--- src/hdl/ssu_pkg.sv ---
// constants shared by the synchronous serial unit
package ssu_pkg;
  // register byte offsets
  localparam logic [7:0] OFF_TX_STATUS_CONTROL = 8'h00;
  localparam logic [7:0] OFF_RX_STATUS_CONTROL = 8'h04;
  localparam logic [7:0] OFF_TX_DATA = 8'h08;
  localparam logic [7:0] OFF_RX_DATA = 8'h0c;
  localparam logic [7:0] OFF_BAUD_DIVISOR = 8'h10;
  localparam logic [7:0] OFF_PERIPH_INT_ENABLE_1 = 8'h14;
  localparam logic [7:0] OFF_PERIPH_INT_FLAGS_1 = 8'h18;
  localparam logic [7:0] OFF_CORE_INT_CONTROL = 8'h1c;
  localparam logic [7:0] OFF_SEGMENT_ENABLE_HI = 8'h20;
  // tx_status_control fields
  localparam int TX_CLOCK_SOURCE_MASTER = 7;
  localparam int TX_NINE_BIT_ENABLE = 6;
  localparam int TX_ENABLE = 5;
  localparam int TX_SYNC_MODE = 4;
  localparam int TX_HIGH_BAUD_SELECT = 2;
  localparam int TX_SHIFT_EMPTY = 1;
  localparam int TX_NINTH_BIT = 0;
  // rx_status_control fields
  localparam int RX_PORT_ENABLE = 7;
  localparam int RX_NINE_BIT_ENABLE = 6;
  localparam int RX_SINGLE_ENABLE = 5;
  localparam int RX_CONTINUOUS_ENABLE = 4;
  localparam int RX_ADDR_DETECT_ENABLE = 3;
  localparam int RX_OVERRUN_FLAG = 1;
  localparam int RX_NINTH_BIT = 0;
  // interrupt enable / flag fields
  localparam int INT_RX = 5;
  localparam int INT_TX = 4;
  localparam int CORE_GLOBAL_INT_ENABLE = 7;
  localparam int CORE_PERIPHERAL_INT_ENABLE = 6;
  // reset values
  localparam logic [7:0] TX_STATUS_CONTROL_RESET = 8'h02;
  localparam logic [7:0] RX_STATUS_CONTROL_RESET = 8'h00;
  localparam logic [7:0] BYTE_RESET = 8'h00;
  // character lengths and buffer depth
  localparam logic [3:0] CHAR_BITS_8 = 4'h8;
  localparam logic [3:0] CHAR_BITS_9 = 4'h9;
  localparam int RX_FIFO_DEPTH = 2;
  localparam int CHAR_WIDTH = 9;
  typedef enum logic [1:0] {MR_IDLE, MR_LOW, MR_HIGH} ssu_mrx_state_t;
endpackage

--- src/hdl/ssu_baud.sv ---
// line clock tick generator for master mode
`timescale 1ns/1ps
module ssu_baud import ssu_pkg::*; (
  input wire logic pclk,
  input wire logic presetn,
  input wire logic ce,
  input wire logic run,
  input wire logic high_baud_select,
  input wire logic [7:0] baud_divisor,
  output logic tick
);
  logic [9:0] cnt_ff;
  logic [9:0] limit;

  // low speed stretches each half period by four
  assign limit = high_baud_select ? {2'b00, baud_divisor} : {baud_divisor, 2'b11};
  assign tick = run && (cnt_ff == limit);

  always_ff @(posedge pclk or negedge presetn) begin
    if (!presetn) begin
      cnt_ff <= 10'h000;
    end else if (ce) begin
      if (!run || tick) begin
        cnt_ff <= 10'h000;
      end else begin
        cnt_ff <= cnt_ff + 10'h001;
      end
    end
  end
endmodule // ssu_baud

--- src/hdl/ssu_rxfifo.sv ---
// two character receive buffer
`timescale 1ns/1ps
module ssu_rxfifo import ssu_pkg::*; (
  input wire logic pclk,
  input wire logic presetn,
  input wire logic ce,
  input wire logic flush,
  input wire logic push,
  input wire logic [CHAR_WIDTH-1:0] push_data,
  input wire logic pop,
  output logic full,
  output logic empty,
  output logic [CHAR_WIDTH-1:0] top
);
  logic [CHAR_WIDTH-1:0] mem [0:RX_FIFO_DEPTH-1];
  logic rd_ptr_ff;
  logic wr_ptr_ff;
  logic [1:0] cnt_ff;
  logic do_push;
  logic do_pop;

  assign full = (cnt_ff == 2'h2);
  assign empty = (cnt_ff == 2'h0);
  assign top = mem[rd_ptr_ff];
  assign do_push = push && !full;
  assign do_pop = pop && !empty;

  always_ff @(posedge pclk or negedge presetn) begin
    if (!presetn) begin
      rd_ptr_ff <= 1'b0;
      wr_ptr_ff <= 1'b0;
      cnt_ff <= 2'h0;
    end else if (ce) begin
      if (flush) begin
        rd_ptr_ff <= 1'b0;
        wr_ptr_ff <= 1'b0;
        cnt_ff <= 2'h0;
      end else begin
        if (do_push) begin
          wr_ptr_ff <= !wr_ptr_ff;
        end
        if (do_pop) begin
          rd_ptr_ff <= !rd_ptr_ff;
        end
        cnt_ff <= cnt_ff + {1'b0, do_push} - {1'b0, do_pop};
      end
    end
  end

  always_ff @(posedge pclk) begin
    if (ce && do_push && !flush) begin
      mem[wr_ptr_ff] <= push_data;
    end
  end
endmodule // ssu_rxfifo

--- src/hdl/ssu_top.sv ---
// synchronous serial unit: master receive, slave transmit and receive, apb registers
`timescale 1ns/1ps
module ssu_top import ssu_pkg::*; (
  input wire logic pclk,
  input wire logic presetn,
  input wire logic ce,
  input wire logic psel,
  input wire logic penable,
  input wire logic pwrite,
  input wire logic [7:0] paddr,
  input wire logic [31:0] pwdata,
  output logic [31:0] prdata,
  output logic pready,
  output logic pslverr,
  input wire logic data_line_i,
  output logic data_line_o,
  output logic data_line_oe,
  input wire logic clock_line_i,
  output logic clock_line_o,
  output logic clock_line_oe,
  output logic irq_o,
  output logic vector_o
);
  function automatic logic [3:0] char_bits(input logic nine);
    char_bits = nine ? CHAR_BITS_9 : CHAR_BITS_8;
  endfunction

  // ----------------------------------------------------------------
  // registers
  // ----------------------------------------------------------------
  logic clock_source_master_ff, tx9_ff, tx_enable_ff, sync_ff, high_baud_select_ff, tx_ninth_bit_ff;
  logic port_enable_ff, rx9_ff, single_rx_enable_ff, continuous_rx_enable_ff, addr_detect_enable_ff, overrun_flag_ff;
  logic rx_int_enable_ff, tx_int_enable_ff, gie_ff, peripheral_int_enable_ff;
  logic [7:0] divisor_ff;
  logic [7:0] seg_ff;
  logic [31:0] prdata_ff;
  logic pready_ff, pslverr_ff;
  logic irq_ff, vector_ff;
  logic access, wr_en, rd_en, mapped;
  logic wr_tx, wr_rc, rd_rx;

  assign access = psel && penable && pready_ff;
  assign wr_en = access && pwrite;
  assign rd_en = access && !pwrite;
  assign wr_tx = wr_en && (paddr == OFF_TX_DATA);
  assign wr_rc = wr_en && (paddr == OFF_RX_STATUS_CONTROL);
  assign rd_rx = rd_en && (paddr == OFF_RX_DATA);
  assign mapped = (paddr == OFF_TX_STATUS_CONTROL) || (paddr == OFF_RX_STATUS_CONTROL) ||
                  (paddr == OFF_TX_DATA) || (paddr == OFF_RX_DATA) ||
                  (paddr == OFF_BAUD_DIVISOR) || (paddr == OFF_PERIPH_INT_ENABLE_1) ||
                  (paddr == OFF_PERIPH_INT_FLAGS_1) || (paddr == OFF_CORE_INT_CONTROL) ||
                  (paddr == OFF_SEGMENT_ENABLE_HI);

  // ----------------------------------------------------------------
  // pin synchronisers and modes
  // ----------------------------------------------------------------
  logic clk_s1_ff, clk_s2_ff, clk_s3_ff, dat_s1_ff, dat_s2_ff;
  logic clk_rise, clk_fall;
  logic unit_on, master, slave, rx_req, master_rx, slave_rx, slave_tx, rx_go;

  always_ff @(posedge pclk or negedge presetn) begin
    if (!presetn) begin
      clk_s1_ff <= 1'b0;
      clk_s2_ff <= 1'b0;
      clk_s3_ff <= 1'b0;
      dat_s1_ff <= 1'b0;
      dat_s2_ff <= 1'b0;
    end else if (ce) begin
      clk_s1_ff <= clock_line_i;
      clk_s2_ff <= clk_s1_ff;
      clk_s3_ff <= clk_s2_ff;
      dat_s1_ff <= data_line_i;
      dat_s2_ff <= dat_s1_ff;
    end
  end

  assign clk_rise = clk_s2_ff && !clk_s3_ff;
  assign clk_fall = !clk_s2_ff && clk_s3_ff;
  assign unit_on = port_enable_ff && sync_ff;
  assign master = unit_on && clock_source_master_ff;
  assign slave = unit_on && !clock_source_master_ff;
  assign rx_req = single_rx_enable_ff || continuous_rx_enable_ff;
  assign master_rx = master && rx_req;
  assign slave_rx = slave && rx_req;
  assign slave_tx = slave && !rx_req && tx_enable_ff;
  assign rx_go = (master_rx || slave_rx) && !overrun_flag_ff;

  // ----------------------------------------------------------------
  // master line clock
  // ----------------------------------------------------------------
  ssu_mrx_state_t mstate_ff;
  logic tick, mclk_ff, samp, last, complete;
  logic [3:0] rcnt_ff;
  logic [8:0] rsr_ff, nxt_rsr, rx_char;
  logic fifo_full, fifo_empty;
  logic [8:0] fifo_top;

  ssu_baud u_baud (
    .pclk(pclk),
    .presetn(presetn),
    .ce(ce),
    .run(master_rx && !overrun_flag_ff),
    .high_baud_select(high_baud_select_ff),
    .baud_divisor(divisor_ff),
    .tick(tick)
  );

  always_ff @(posedge pclk or negedge presetn) begin
    if (!presetn) begin
      mstate_ff <= MR_IDLE;
      mclk_ff <= 1'b0;
    end else if (ce) begin
      case (mstate_ff)
        MR_IDLE: begin
          mclk_ff <= 1'b0;
          if (master_rx && !overrun_flag_ff) begin
            mstate_ff <= MR_LOW;
          end
        end
        MR_LOW: begin
          if (!master_rx || overrun_flag_ff) begin
            mstate_ff <= MR_IDLE;
          end else if (tick) begin
            mclk_ff <= 1'b1;
            mstate_ff <= MR_HIGH;
          end
        end
        default: begin
          // clock stops at once when reception is withdrawn
          if (!master_rx || overrun_flag_ff) begin
            mclk_ff <= 1'b0;
            mstate_ff <= MR_IDLE;
          end else if (tick) begin
            mclk_ff <= 1'b0;
            mstate_ff <= MR_LOW;
          end
        end
      endcase
    end
  end

  // ----------------------------------------------------------------
  // receive shifter
  // ----------------------------------------------------------------
  assign samp = rx_go && (master ? (tick && mstate_ff == MR_HIGH) : clk_fall);
  assign nxt_rsr = {dat_s2_ff, rsr_ff[8:1]};
  assign last = (rcnt_ff == char_bits(rx9_ff) - 4'h1);
  assign complete = samp && last;
  assign rx_char = rx9_ff ? nxt_rsr : {1'b0, nxt_rsr[8:1]};

  always_ff @(posedge pclk or negedge presetn) begin
    if (!presetn) begin
      rsr_ff <= 9'h000;
      rcnt_ff <= 4'h0;
    end else if (ce) begin
      if (!rx_go) begin
        // partial character is discarded
        rcnt_ff <= 4'h0;
      end else if (samp) begin
        rsr_ff <= nxt_rsr;
        rcnt_ff <= last ? 4'h0 : rcnt_ff + 4'h1;
      end
    end
  end

  ssu_rxfifo u_fifo (
    .pclk(pclk),
    .presetn(presetn),
    .ce(ce),
    .flush(!port_enable_ff),
    .push(complete),
    .push_data(rx_char),
    .pop(rd_rx),
    .full(fifo_full),
    .empty(fifo_empty),
    .top(fifo_top)
  );

  // ----------------------------------------------------------------
  // slave transmitter
  // ----------------------------------------------------------------
  logic [8:0] hold_ff, tsr_ff;
  logic hold_full_ff, tsr_full_ff, dout_ff, doe_ff;
  logic [3:0] tcnt_ff;
  logic tx_done, tsr_free;

  assign tx_done = slave_tx && tsr_full_ff && clk_fall &&
                   (tcnt_ff == char_bits(tx9_ff) - 4'h1);
  assign tsr_free = !tsr_full_ff || (tx_done && !hold_full_ff);

  always_ff @(posedge pclk or negedge presetn) begin
    if (!presetn) begin
      hold_ff <= 9'h000;
      tsr_ff <= 9'h000;
      hold_full_ff <= 1'b0;
      tsr_full_ff <= 1'b0;
      tcnt_ff <= 4'h0;
      dout_ff <= 1'b0;
    end else if (ce) begin
      if (!port_enable_ff) begin
        hold_full_ff <= 1'b0;
        tsr_full_ff <= 1'b0;
        tcnt_ff <= 4'h0;
        dout_ff <= 1'b0;
      end else begin
        if (slave_tx && tsr_full_ff && clk_rise) begin
          dout_ff <= tsr_ff[0];
        end
        if (tx_done && hold_full_ff) begin
          tsr_ff <= hold_ff;
          hold_full_ff <= wr_tx;
          tcnt_ff <= 4'h0;
        end else if (tx_done) begin
          tsr_full_ff <= 1'b0;
          tcnt_ff <= 4'h0;
        end else if (slave_tx && tsr_full_ff && clk_fall) begin
          tsr_ff <= {1'b0, tsr_ff[8:1]};
          tcnt_ff <= tcnt_ff + 4'h1;
        end
        if (wr_tx && tsr_free) begin
          tsr_ff <= {tx_ninth_bit_ff, pwdata[7:0]};
          tsr_full_ff <= 1'b1;
          tcnt_ff <= 4'h0;
        end else if (wr_tx) begin
          hold_ff <= {tx_ninth_bit_ff, pwdata[7:0]};
          hold_full_ff <= 1'b1;
        end
      end
    end
  end

  // ----------------------------------------------------------------
  // control registers
  // ----------------------------------------------------------------
  logic ovr_set;
  assign ovr_set = complete && fifo_full;

  always_ff @(posedge pclk or negedge presetn) begin
    if (!presetn) begin
      {clock_source_master_ff, tx9_ff, tx_enable_ff, sync_ff} <= TX_STATUS_CONTROL_RESET[7:4];
      high_baud_select_ff <= TX_STATUS_CONTROL_RESET[TX_HIGH_BAUD_SELECT];
      tx_ninth_bit_ff <= TX_STATUS_CONTROL_RESET[TX_NINTH_BIT];
      {port_enable_ff, rx9_ff, single_rx_enable_ff, continuous_rx_enable_ff, addr_detect_enable_ff} <= RX_STATUS_CONTROL_RESET[7:3];
      divisor_ff <= BYTE_RESET;
      seg_ff <= BYTE_RESET;
      {rx_int_enable_ff, tx_int_enable_ff, gie_ff, peripheral_int_enable_ff} <= 4'h0;
    end else if (ce) begin
      if (wr_en && paddr == OFF_TX_STATUS_CONTROL) begin
        clock_source_master_ff <= pwdata[TX_CLOCK_SOURCE_MASTER];
        tx9_ff <= pwdata[TX_NINE_BIT_ENABLE];
        tx_enable_ff <= pwdata[TX_ENABLE];
        sync_ff <= pwdata[TX_SYNC_MODE];
        high_baud_select_ff <= pwdata[TX_HIGH_BAUD_SELECT];
        tx_ninth_bit_ff <= pwdata[TX_NINTH_BIT];
      end
      if (wr_rc) begin
        port_enable_ff <= pwdata[RX_PORT_ENABLE];
        rx9_ff <= pwdata[RX_NINE_BIT_ENABLE];
        continuous_rx_enable_ff <= pwdata[RX_CONTINUOUS_ENABLE];
        addr_detect_enable_ff <= pwdata[RX_ADDR_DETECT_ENABLE];
        single_rx_enable_ff <= pwdata[RX_SINGLE_ENABLE];
      end else if (master && complete) begin
        single_rx_enable_ff <= 1'b0;
      end
      if (wr_en && paddr == OFF_BAUD_DIVISOR) begin
        divisor_ff <= pwdata[7:0];
      end
      if (wr_en && paddr == OFF_SEGMENT_ENABLE_HI) begin
        seg_ff <= pwdata[7:0];
      end
      if (wr_en && paddr == OFF_PERIPH_INT_ENABLE_1) begin
        rx_int_enable_ff <= pwdata[INT_RX];
        tx_int_enable_ff <= pwdata[INT_TX];
      end
      if (wr_en && paddr == OFF_CORE_INT_CONTROL) begin
        gie_ff <= pwdata[CORE_GLOBAL_INT_ENABLE];
        peripheral_int_enable_ff <= pwdata[CORE_PERIPHERAL_INT_ENABLE];
      end
    end
  end

  // overrun: a new overrun wins over a clear in the same cycle
  always_ff @(posedge pclk or negedge presetn) begin
    if (!presetn) begin
      overrun_flag_ff <= 1'b0;
    end else if (ce) begin
      if (ovr_set) begin
        overrun_flag_ff <= 1'b1;
      end else if (!port_enable_ff || (wr_rc && continuous_rx_enable_ff && !pwdata[RX_CONTINUOUS_ENABLE]) ||
                   (rd_rx && !continuous_rx_enable_ff)) begin
        overrun_flag_ff <= 1'b0;
      end
    end
  end

  // ----------------------------------------------------------------
  // apb slave
  // ----------------------------------------------------------------
  always_ff @(posedge pclk or negedge presetn) begin
    if (!presetn) begin
      prdata_ff <= 32'h0000_0000;
      pready_ff <= 1'b0;
      pslverr_ff <= 1'b0;
    end else if (ce) begin
      pready_ff <= psel && !penable;
      pslverr_ff <= psel && !penable && !mapped;
      prdata_ff <= 32'h0000_0000;
      if (psel && !penable && !pwrite) begin
        if (paddr == OFF_TX_STATUS_CONTROL) begin
          prdata_ff[7:0] <= {clock_source_master_ff, tx9_ff, tx_enable_ff, sync_ff, 1'b0, high_baud_select_ff,
                             !tsr_full_ff, tx_ninth_bit_ff};
        end else if (paddr == OFF_RX_STATUS_CONTROL) begin
          prdata_ff[7:0] <= {port_enable_ff, rx9_ff, single_rx_enable_ff, continuous_rx_enable_ff, addr_detect_enable_ff, 1'b0,
                             overrun_flag_ff, fifo_top[8] && !fifo_empty};
        end else if (paddr == OFF_RX_DATA) begin
          prdata_ff[7:0] <= fifo_empty ? BYTE_RESET : fifo_top[7:0];
        end else if (paddr == OFF_BAUD_DIVISOR) begin
          prdata_ff[7:0] <= divisor_ff;
        end else if (paddr == OFF_PERIPH_INT_ENABLE_1) begin
          prdata_ff[INT_RX] <= rx_int_enable_ff;
          prdata_ff[INT_TX] <= tx_int_enable_ff;
        end else if (paddr == OFF_PERIPH_INT_FLAGS_1) begin
          prdata_ff[INT_RX] <= !fifo_empty;
          prdata_ff[INT_TX] <= !hold_full_ff;
        end else if (paddr == OFF_CORE_INT_CONTROL) begin
          prdata_ff[CORE_GLOBAL_INT_ENABLE] <= gie_ff;
          prdata_ff[CORE_PERIPHERAL_INT_ENABLE] <= peripheral_int_enable_ff;
        end else if (paddr == OFF_SEGMENT_ENABLE_HI) begin
          prdata_ff[7:0] <= seg_ff;
        end
      end
    end
  end

  // ----------------------------------------------------------------
  // pins and wake request
  // ----------------------------------------------------------------
  logic cmclk_ff, coe_ff;
  always_ff @(posedge pclk or negedge presetn) begin
    if (!presetn) begin
      doe_ff <= 1'b0;
      coe_ff <= 1'b0;
      cmclk_ff <= 1'b0;
      irq_ff <= 1'b0;
      vector_ff <= 1'b0;
    end else if (ce) begin
      doe_ff <= slave_tx;
      coe_ff <= master;
      cmclk_ff <= mclk_ff;
      irq_ff <= peripheral_int_enable_ff && ((!fifo_empty && rx_int_enable_ff) || (!hold_full_ff && tx_int_enable_ff));
      vector_ff <= gie_ff && peripheral_int_enable_ff &&
                   ((!fifo_empty && rx_int_enable_ff) || (!hold_full_ff && tx_int_enable_ff));
    end
  end

  assign prdata = prdata_ff;
  assign pready = pready_ff;
  assign pslverr = pslverr_ff;
  assign data_line_o = dout_ff;
  assign data_line_oe = doe_ff;
  assign clock_line_o = cmclk_ff;
  assign clock_line_oe = coe_ff;
  assign irq_o = irq_ff;
  assign vector_o = vector_ff;

  // ----------------------------------------------------------------
  // assertions
  // ----------------------------------------------------------------
  AST_SINGLE_CLEARS: assert property (@(posedge pclk) disable iff (!presetn)
    ce && master && complete && !wr_rc |=> !single_rx_enable_ff)
    else $error("single receive enable not cleared after character");
  AST_FLAG_ON_CHAR: assert property (@(posedge pclk) disable iff (!presetn)
    ce && complete && !fifo_full && port_enable_ff |=> !fifo_empty)
    else $error("receive flag not set after complete character");
  AST_OVERRUN_SET: assert property (@(posedge pclk) disable iff (!presetn)
    ce && complete && fifo_full |=> overrun_flag_ff && fifo_full)
    else $error("overrun missing or buffer disturbed");
  AST_OVERRUN_BLOCKS: assert property (@(posedge pclk) disable iff (!presetn)
    overrun_flag_ff |-> !samp)
    else $error("reception continued during overrun");
  AST_CONT_CLEAR: assert property (@(posedge pclk) disable iff (!presetn)
    ce && wr_rc && continuous_rx_enable_ff && !pwdata[RX_CONTINUOUS_ENABLE] && !ovr_set |=> !overrun_flag_ff)
    else $error("overrun not cleared by continuous enable clear");
  AST_PORT_RESET: assert property (@(posedge pclk) disable iff (!presetn)
    ce && !port_enable_ff |=> fifo_empty && !tsr_full_ff && !hold_full_ff)
    else $error("port disable did not reset unit");
  AST_SLAVE_NO_CLOCK: assert property (@(posedge pclk) disable iff (!presetn)
    ce && slave ##1 ce |=> !clock_line_oe)
    else $error("slave drives clock line");
  AST_RX_NO_DRIVE: assert property (@(posedge pclk) disable iff (!presetn)
    ce && rx_req |=> !data_line_oe)
    else $error("data line driven while receiving");
  AST_SECOND_WAITS: assert property (@(posedge pclk) disable iff (!presetn)
    ce && wr_tx && tsr_full_ff && !tx_done && port_enable_ff |=> hold_full_ff && tsr_full_ff)
    else $error("second word not held");
  AST_HOLD_MOVES: assert property (@(posedge pclk) disable iff (!presetn)
    ce && tx_done && hold_full_ff && !wr_tx |=>
    (tsr_full_ff && !hold_full_ff) ##1 (irq_o || !$past(peripheral_int_enable_ff && tx_int_enable_ff)))
    else $error("held word not moved or transmit flag not raised");
  AST_LEADING_EDGE: assert property (@(posedge pclk) disable iff (!presetn)
    ce && slave_tx && tsr_full_ff && clk_rise && port_enable_ff |=> data_line_o == $past(tsr_ff[0]))
    else $error("slave data not presented on leading edge");
endmodule // ssu_top

--- config.mk ---
export PLATFORM = sky130hd
export DESIGN_NAME = ssu_top
export DESIGN_NICKNAME = d
export VERILOG_FILES = /design/src/hdl/ssu_pkg.sv /design/src/hdl/ssu_baud.sv /design/src/hdl/ssu_rxfifo.sv /design/src/hdl/ssu_top.sv
export SDC_FILE = /design/constraint.sdc
export NUM_CORES = 1
export LEC_CHECK = 0
export ABC_AREA = 1
export BUFFER_PORTS_ARGS = -buffer_cell sky130_fd_sc_hd__clkbuf_2
export CORE_ASPECT_RATIO = 0.9
export CORE_MARGIN = 3
export CORE_UTILIZATION = 55
export DETAILED_ROUTE_END_ITERATION = 6
export PLACE_DENSITY_LB_ADDON = 0.1
export SLEW_MARGIN = 10
export SYNTH_ARGS = -nofsm -noshare
export SYNTH_HDL_FRONTEND = slang
export SYNTH_SLANG_ARGS = --single-unit
--- constraint.sdc ---
create_clock -name pclk -period 2.8 [get_ports pclk]
set_clock_uncertainty 0.15 [all_clocks]
set_input_delay 0 -clock pclk [delete_from_list [all_inputs] [get_ports pclk]]
set_output_delay 0 -clock pclk [all_outputs]
set_load 0.1 [all_outputs]
# --- After elaboration in Yosys (flattened, before gate mapping) ---
# Memories as Yosys holds them, arrays and structs flattened.
# Cells that the tools add are included.
totals:
  ram_bits: 18
  regBits: 107
  word_cells: 258
  mem_count: 1
  inputBits: 48
classes:
  n_eq_ne: 26
  reduce_logical: 113
  add_sub_neg: 7
  mux: 65
  n_bitwise: 1
memory_table:
  columns: ["name", "depth", "word_bits", "read_ports", "rd_clocked_by_memory_dff", "write_ports", "line_no", "text"]
  rows:
  - ["u_fifo.mem", 2, 9, 1, 0, 1, "ssu_rxfifo.sv:15", "logic [CHAR_WIDTH-1:0] mem [0:RX_FIFO_DEPTH-1];"]
ops:
  columns: ["op", "n"]
  rows:
  - ["8-bit 2-to-1 mux", 7]
  - ["1-bit logical AND", 52]
  - ["9-bit 2-to-1 mux", 5]
  - ["4-bit 2-to-1 mux", 10]
  - ["8-bit by 5-bit == test with 1-bit output, second input constant", 4]
  - ["1-bit 2-to-1 mux", 27]
  - ["2-bit AND reduction", 13]
  - ["2-bit 2-to-1 mux", 11]
  - ["10-bit 2-to-1 mux", 2]
  - ["1-bit logical NOT", 19]
  - ["8-bit by 4-bit == test with 1-bit output, second input constant", 2]
  - ["1-bit logical OR", 16]
  - ["4-bit AND reduction", 4]
  - ["10-bit by 1-bit adder with 10-bit output, second input constant", 1]
  - ["10-bit == test", 1]
  - ["2-bit by 1-bit != test with 1-bit output, second input constant", 5]
  - ["4-bit by 1-bit adder with 4-bit output, second input constant", 2]
  - ["4-bit == test", 2]
  - ["8-bit by 3-bit == test with 1-bit output, second input constant", 1]
  - ["8-bit by 6-bit == test with 1-bit output, second input constant", 1]
  - ["8-bit logical NOT", 1]
  - ["4-bit by 1-bit subtractor with 4-bit output, second input constant", 2]
  - ["6-bit 2-to-1 mux", 1]
  - ["3-bit by 1-bit != test with 1-bit output, second input constant", 2]
  - ["other kinds (15)", 21]

# --- Depth between registers and ports, before layout ---
# Gate-level depths: netlist of the first run.
depth:
  word_depth: 14
  mapped_depth: 14
  mapped_depth_nobuf: 14

# --- Cells and area by module ---
# A second synthesis of the first run with hierarchy kept.
unflattened:
  cells_unflattened: 902
  area_unflattened_um2: 6996.7
modules_own_cells:
  columns: ["mod", "n_inst", "area_each_um2", "cells_per_inst"]
  rows:
  - ["ssu_top", 1, 5031.1, 656]
  - ["ssu_baud", 1, 1003.5, 152]
  - ["ssu_rxfifo", 1, 962.2, 94]

# --- Worst setup path before layout of the first run ---
# OpenSTA, ideal clock, no wires.
synth_timing:
  path_kind: "reg2reg"
  start: "register high_baud_select_ff"
  end: "memory u_fifo.mem[1][0] (enable)"
  t_required_ns: 2.276
  period_less_slack_ns: 2.438
  arrival_ns: 1.913
  path_stages_with_launch: 13
  slack_ns: 0.362
  path_cell_list: "dfrtp_1 -> buf_6 -> o21ai_0 -> nand2_1 -> nor2_1 -> nand2_1 -> nor2_1 -> nand3_1 -> nand2_2 -> nand4_1 -> inv_1 -> nand2_1 -> nor2_1"
synth_via:
  elab_chain_len: 12
synth_lines:
  columns: ["item", "line_no", "text"]
  rows:
  - ["start: declaration", "ssu_top.sv:31", "logic clock_source_master_ff, tx9_ff, tx_enable_ff, sync_ff, high_baud_select_ff, tx_ninth_bit_ff;"]
  - ["start signal: assignment", "ssu_top.sv:241", "high_baud_select_ff <= TX_STATUS_CONTROL_RESET[TX_HIGH_BAUD_SELECT];"]
  - ["start signal: assignment", "ssu_top.sv:253", "high_baud_select_ff <= pwdata[TX_HIGH_BAUD_SELECT];"]
  - ["10-bit 2-to-1 mux", "ssu_baud.sv:16", "assign limit = high_baud_select ? {2'b00, baud_divisor} : {baud_divisor, 2'b11};"]
  - ["10-bit == test", "ssu_baud.sv:17", "assign tick = run && (cnt_ff == limit);"]
  - ["1-bit logical AND", "ssu_baud.sv:17", null]
  - ["1-bit logical AND", "ssu_top.sv:145", "assign samp = rx_go && (master ? (tick && mstate_ff == MR_HIGH) : clk_fall);"]
  - ["1-bit 2-to-1 mux", "ssu_top.sv:145", null]
  - ["1-bit logical AND", "ssu_top.sv:145", null]
  - ["1-bit logical AND", "ssu_top.sv:148", "assign complete = samp && last;"]
  - ["1-bit logical AND", "ssu_rxfifo.sv:25", "assign do_push = push && !full;"]
  - ["1-bit logical AND (2 in series)", "ssu_rxfifo.sv:51", "if (ce && do_push && !flush) begin"]
  - ["1-bit 2-to-1 mux", "ssu_rxfifo.sv:51", null]
  - ["1-bit 2-to-1 mux (not written as such)", "ssu_rxfifo.sv:52", "mem[wr_ptr_ff] <= push_data;"]
  - ["end: declaration", "ssu_rxfifo.sv:15", null]
# Every way passes these cells.

# --- Final worst setup path of the first run ---
# Ends and elaborated chain as after synthesis.

==> impl_metrics.env, run 1 <==
export IMPL_synth_area_leader_cell="dfrtp_1"
export IMPL_stdcell_count=1051
export IMPL_min_period_over_period_pct=94.8
export IMPL_r2r_slack_ns=0.15
export IMPL_seq_area_frac_synth_pct=49.6
export IMPL_core_mm2=0.0111
export IMPL_synth_area_leaders="dfrtp_1 41%, nand2_1 13%, edfxtp_1 8.4%, o21ai_0 7.7%, nand3_1 6.5%"
export IMPL_routed_wl_mm=17.2
export IMPL_required_ns=2.78
export IMPL_grt_max_degree=64
export IMPL_critPathMaxFanout=15
export IMPL_synth_cell_types=43
export IMPL_cts_root_buf="clkbuf_16"
export IMPL_async_reset_ff_share_pct=85.5
export IMPL_holdPathStages=6
export IMPL_arrival_ns=2.63
export IMPL_power_density_mw_per_mm2=632
export IMPL_ant_nets=0
export IMPL_regToRegEndpoint="u_fifo.mem[1][0]"
export IMPL_clockBufferDepth=2
export IMPL_antennaDiodeCount=0
export IMPL_status="completed"
export IMPL_drtIter0Drc=477
export IMPL_syn2layout_area_growth_pct=19.9
export IMPL_grt_ovfl_total=0
export IMPL_synth_area_mm2=0.00644
export IMPL_num_fill_cells=894
export IMPL_synth_flop_cell="dfrtp_1"
export IMPL_ioPinCount=88
export IMPL_grt_util_met3_pct=5.71
export IMPL_via_per_inst=5.50
export IMPL_rr_worst_depth=14
export IMPL_grt_busiest_layer="met2"
export IMPL_rsz0062_at_grt="no"
export IMPL_gp_congestion=0.887
export IMPL_min_delay_start="paddr[7]"
export IMPL_port_buffers=39
export IMPL_tns_ns=0
export IMPL_peakVddDrop_mv=0.428
export IMPL_finalNetCount=939
export IMPL_min_path_type="input pin to flop"
export IMPL_gr_usage_met1_pct=36.0
export IMPL_avgSynthCellArea_um2=7.94
export IMPL_tritoncts="yes"
export IMPL_dp_slack_ns=0.0942
export IMPL_drc=0
export IMPL_synth_seq_cells=124
export IMPL_clk_pin_slew_ns=0.06
export IMPL_utilization_pct=69.4
export IMPL_firstDrtPassIters=5
export IMPL_regArea_mm2=0.00319
export IMPL_dp_cells=995
export IMPL_finalInstanceArea_mm2=0.00772
export IMPL_grt_pass1_vias=5471
export IMPL_place_area_mm2=0.00676
export IMPL_hpwl_mm=11.7
export IMPL_die_y_um=109
export IMPL_r2r_start="high_baud_select_ff"
export IMPL_tightestPinTransition_ns=0.824
export IMPL_clock_latency_ns=0.43
export IMPL_ys_warn_count=0
export IMPL_report_final_slew_viol_count=0
export IMPL_drive_gt1_share_pct=11.2
export IMPL_numCtsBuffers=17
export IMPL_die_area_mm2=0.0130
export IMPL_drv_cap=0
export IMPL_setup_worst_path_start_class="flop"
export IMPL_start_util_pct=57.9
export IMPL_synth_cells=811
export IMPL_track_usage_pct=27.8
export IMPL_final_setup_worst_slack_ns=0.145
export IMPL_grt_use_met2_pct=45.8
export IMPL_cp_end_kind="flop"
export IMPL_synth_edff_count=18
export IMPL_p_leak_nw=3.62
export IMPL_grt_pass1_wl_mm=27.8
export IMPL_cts_sinks=124
export IMPL_fin_crit_ns=2.65
export IMPL_hold_violations=0
export IMPL_row_count=36
export IMPL_hold_end="tx_int_enable_ff"
export IMPL_critPathKind="flop to flop"
export IMPL_vias=5776
export IMPL_die_w_um=120
export IMPL_wl_per_cell_um=16.3
export IMPL_netlist_area_leader_share_pct=41.2
export IMPL_slew_headroom_pct=45.1
export IMPL_htreeDepth=4
export IMPL_clock_fmax_ghz=0.377
export IMPL_setup_viol_count_final=0
export IMPL_multi_input_area_mm2=0.00274
export IMPL_antenna_found_initial=0
-- registers in the layout, summed over array words and instances (netlist names), 2 cells and up --
signal	cells
seg_ff	8
prdata	8
mstate_ff	2
hold_ff	9
divisor_ff	8
u_fifo.mem	18
tsr_ff	9
u_fifo.cnt_ff	2
rcnt_ff	4
tcnt_ff	4
u_baud.cnt_ff	10
rsr_ff	8
-- through the flow --
step / power, mW / hold slack [ns]
4_1_cts: 4.91 / 0.00364
3_5_place_dp: 2.23 / 0.00191
3_3_place_gp: 2.22 / -0.0104
6_report: 4.89 / 0.0377
5_1_grt: 5.02 / 0.0785
2_1_floorplan: 2.16 / -0.446
-- per-layer routing --
layer	up-vias	routed length (µm)	part of all wire (%)
li1	2775	-	-
met3	34	1150	6.7
met1	2728	7230	42
met2	239	8360	49
met5	-	0	0
met4	0	421	2.5
-- logic make-up (layout without fill, tap and decap cells) --
| group | Yosys count | count (layout) | synth area share, % |
|---|---|---|---|
| fa+ha+maj | 5 | 5 | 0.971 |
| buf+inv | 131 | 196 | 9.46 |
| compound gates | 143 | 143 | 12.2 |
| xor+xnor | 8 | 8 | 1.09 |
| other cells | 1 | 24 | 0.0582 |
| flops | 124 | 124 | 49.6 |
| simple gates | 399 | 399 | 26.7 |
-- report_power, final --
group          internal [mW]  switching, mW
clock network           1.87          0.794
registers               1.84         0.0119
logic                 0.0697          0.294
-- worst max path at each step --
stage,startpoint,end,slack [ns],cells past startpoint
after global routing,high_baud_select_ff,u_fifo.mem[1][0],0.0006,14
after floorplan,high_baud_select_ff,u_fifo.mem[1][0],0.36,12
after CTS,high_baud_select_ff,u_fifo.mem[1][0],0.07,13
after detailed placement,high_baud_select_ff,u_fifo.mem[1][1],0.09,13
final,high_baud_select_ff,u_fifo.mem[1][0],0.15,14
after global placement,high_baud_select_ff,u_fifo.mem[1][2],0.17,13
-- layout by cell type (no fill, tap or decap), types with 5 or more instances in the layout --
cell type / instances
dfrtp_1: 105
bufinv_16: 8
edfxtp_1: 18
nand2_1: 221
inv_1: 82
nor3_1: 7
conb_1: 24
a21oi_1: 16
nor2_1: 63
o21ai_1: 5
clkbuf_2: 38
buf_4: 15
o22ai_1: 5
nand3_1: 84
nand4_1: 5
ha_1: 5
xor2_1: 6
clkbuf_16: 17
o21ai_0: 99
o211ai_1: 6
dlygate4sd3_1: 22
-- cells in the mapped netlist (6+ instances only) --
master and count:
a21oi_1 16, buf_4 25, clkbuf_1 14, dfrtp_1 106, edfxtp_1 18, inv_1 82
nand2_1 221, nand3_1 84, nor2_1 63, nor3_1 7, o211ai_1 6, o21ai_0 99
xor2_1 6
-- worst max-delay path, stage by stage (launching register included) --
cell,delay (ns)
dfrtp_2,0.51
inv_4,0.14
nand2_1,0.09
nand2_1,0.09
nand2_1,0.05
nand2_1,0.05
nand2_1,0.05
nor2_1,0.19
nand3_1,0.18
nand2_2,0.14
nand4_1,0.18
inv_1,0.17
nand2_1,0.06
nor2_1,0.10
buf_4,0.20
-- timing repair --
action	in CTS	in global routing
hold buffers	22	0
buffers inserted	0	2
gates resized for setup	0	4
endpoints found under the hold margin	123	0
endpoints found under the setup margin	0	24
-- layout make-up --
type | count | area share (%)
clock inverters | 11 | 3.40
well taps | 152 | 2.46
multi-input cells | 579 | 35.4
clock buffers | 21 | 5.83
flip-flops and latches | 124 | 41.4
inverters | 87 | 4.26
repair buffers | 77 | 7.29
Note: power is estimated with default switching activity, not from simulation.
==> run 2, diff against run 1 <==
--- a/config.mk
+++ b/config.mk
@@ -10,8 +10,9 @@
 export CORE_ASPECT_RATIO = 0.9
 export CORE_MARGIN = 3
 export CORE_UTILIZATION = 55
+export CTS_CLUSTER_SIZE = 20
 export DETAILED_ROUTE_END_ITERATION = 6
-export PLACE_DENSITY_LB_ADDON = 0.1
+export PLACE_DENSITY_LB_ADDON = 0.05
 export SLEW_MARGIN = 10
 export SYNTH_ARGS = -nofsm -noshare
 export SYNTH_HDL_FRONTEND = slang
==> run 2 against run 1 <==
Via count is 0.24% lower; sequential cell count stayed put; sequential share of layout area is 0.34 points higher; wire length is 4.5% lower; worst setup slack better by 0.052 ns; critical endpoint is now pslverr.
==> impl_metrics.env, run 2 (synthesized netlist as in run 1, its figures left out) <==
export IMPL_status="completed"
export IMPL_via_per_inst=5.45
export IMPL_drc=0
export IMPL_slew_headroom_pct=61.3
export IMPL_critPathMaxFanout=3
export IMPL_regMostFlops="u_fifo.mem"
export IMPL_stdcell_count=1057
export IMPL_clock_latency_ns=0.42
export IMPL_rsz0062_at_grt="no"
export IMPL_die_w_um=120
export IMPL_setup_viol_count_final=0
export IMPL_finalNetCount=945
export IMPL_hpwl_mm=11.5
export IMPL_gp_congestion=0.957
export IMPL_num_fill_cells=925
export IMPL_hold_violations=0
export IMPL_power_density_mw_per_mm2=585
export IMPL_hold_ws_ns=0.0354
export IMPL_numCtsBuffers=17
export IMPL_final_cell_mix="221 x nand2_1, 105 x dfrtp_1, 99 x o21ai_0"
export IMPL_firstDrtPassIters=5
export IMPL_route_met3_wl_mm=1.20
export IMPL_drv_cap=0
export IMPL_p_total_mw=4.48
export IMPL_row_count=36
export IMPL_cts_setup_buffers=0
export IMPL_vias=5762
export IMPL_wl_met1_mm=7.02
export IMPL_ant_nets=0
export IMPL_grt_max_degree=41
export IMPL_tns_ns=0
export IMPL_fin_crit_ns=2.60
export IMPL_clock_fmax_ghz=0.384
export IMPL_syn2layout_area_growth_pct=18.9
export IMPL_p_leak_nw=3.60
export IMPL_final_setup_worst_slack_ns=0.197
export IMPL_antenna_found_initial=0
export IMPL_routed_wl_mm=16.4
export IMPL_utilization_pct=68.9
export IMPL_highest_layer="met4"
export IMPL_drive_gt1_share_pct=11.8
export IMPL_wl_per_cell_um=15.5
export IMPL_multi_input_area_mm2=0.00273
export IMPL_min_period_over_period_pct=93.0
export IMPL_required_ns=3.01
export IMPL_clk_pin_slew_ns=0.06
export IMPL_peakVddDrop_mv=0.605
export IMPL_die_y_um=109
export IMPL_die_area_mm2=0.0130
export IMPL_dp_slack_ns=0.0695
export IMPL_track_usage_pct=26.9
export IMPL_report_final_slew_viol_count=0
export IMPL_grt_ovfl_total=0
export IMPL_critPathKind="input pin to flop"
export IMPL_tightestPinTransition_ns=0.579
export IMPL_cts_sinks=124
export IMPL_clockBufferDepth=2
export IMPL_dp_cells=1000
export IMPL_largest_reg_flops=18
export IMPL_finalInstanceArea_mm2=0.00766
export IMPL_mostFrequentLayoutCell="nand2_1"
export IMPL_tritoncts="yes"
export IMPL_grt_pass1_wl_mm=27.2
export IMPL_cts_root_buf="clkbuf_16"
export IMPL_routed_wl_met2_mm=7.76
export IMPL_drtIter0Drc=478
export IMPL_largestRegisters="u_fifo.mem: 18 flops, u_baud.cnt_ff: 10 flops"
export IMPL_min_path_type="input pin to flop"
export IMPL_core_mm2=0.0111
export IMPL_arrival_ns=2.81
export IMPL_ioPinCount=88
export IMPL_start_util_pct=57.9
export IMPL_htreeDepth=4
export IMPL_cp_end_kind="flop"
export IMPL_setup_worst_path_start_class="input pin"
export IMPL_grt_pass1_vias=5547
export IMPL_place_area_mm2=0.00679
export IMPL_port_buffers=39
export IMPL_antennaDiodeCount=0
export IMPL_regArea_mm2=0.00319
==> run 2: timing repair <==
| action | CTS | global route |
|---|---|---|
| endpoints found under the setup margin | 0 | 20 |
| hold endpoints to repair | 169 | 0 |
| gates resized for setup | 0 | 3 |
| hold buffers | 25 | 0 |
==> run 2: final timing paths <==
check / from / end / slack (ns) / depth (start not counted)
min in group asynchronous: presetn / tx_int_enable_ff / 0.53 / 3
worst min register to register: dat_s1_ff / dat_s1_ff / 0.32 / 2
worst min-delay path: paddr[7] / rx_int_enable_ff / 0.04 / 6
worst max-delay path: paddr[3] / pslverr / 0.20 / 8
max in group asynchronous: presetn / rcnt_ff[0] / 0.77 / 4
worst max register to register: high_baud_select_ff / u_fifo.mem[1][5] / 0.22 / 14
==> run 2: routing by layer <==
metal / up-vias / track usage (%)
met5: - / 0
met4: 0 / 11.7
met3: 35 / 6.54
met2: 243 / 43.2
met1: 2697 / 35.1
li1: 2787 / -
==> run 2: where the power goes <==
part | internal (mW) | switching, mW | total, mW
Combinational | 0.0723 | 0.293 | 0.366
Sequential | 1.84 | 0.0115 | 1.86
Clock | 1.45 | 0.806 | 2.26
==> run 2: worst max-delay path, stage by stage <==
cell	delay, ns
dlygate4sd3_1	0.53
clkbuf_2	0.12
nand2_1	0.09
dlygate4sd3_1	0.56
nor2_1	0.05
dlygate4sd3_1	0.57
o41ai_1	0.30
dlygate4sd3_1	0.59
==> run 2: cell type report <==
type	count	area share, %
Sequential cell	124	41.7
Multi-Input combinational cell	579	35.6
Timing Repair Buffer	83	7.87
Clock buffer	19	5.93
Inverter	87	4.30
Tap cell	152	2.48
Clock inverter	13	2.12
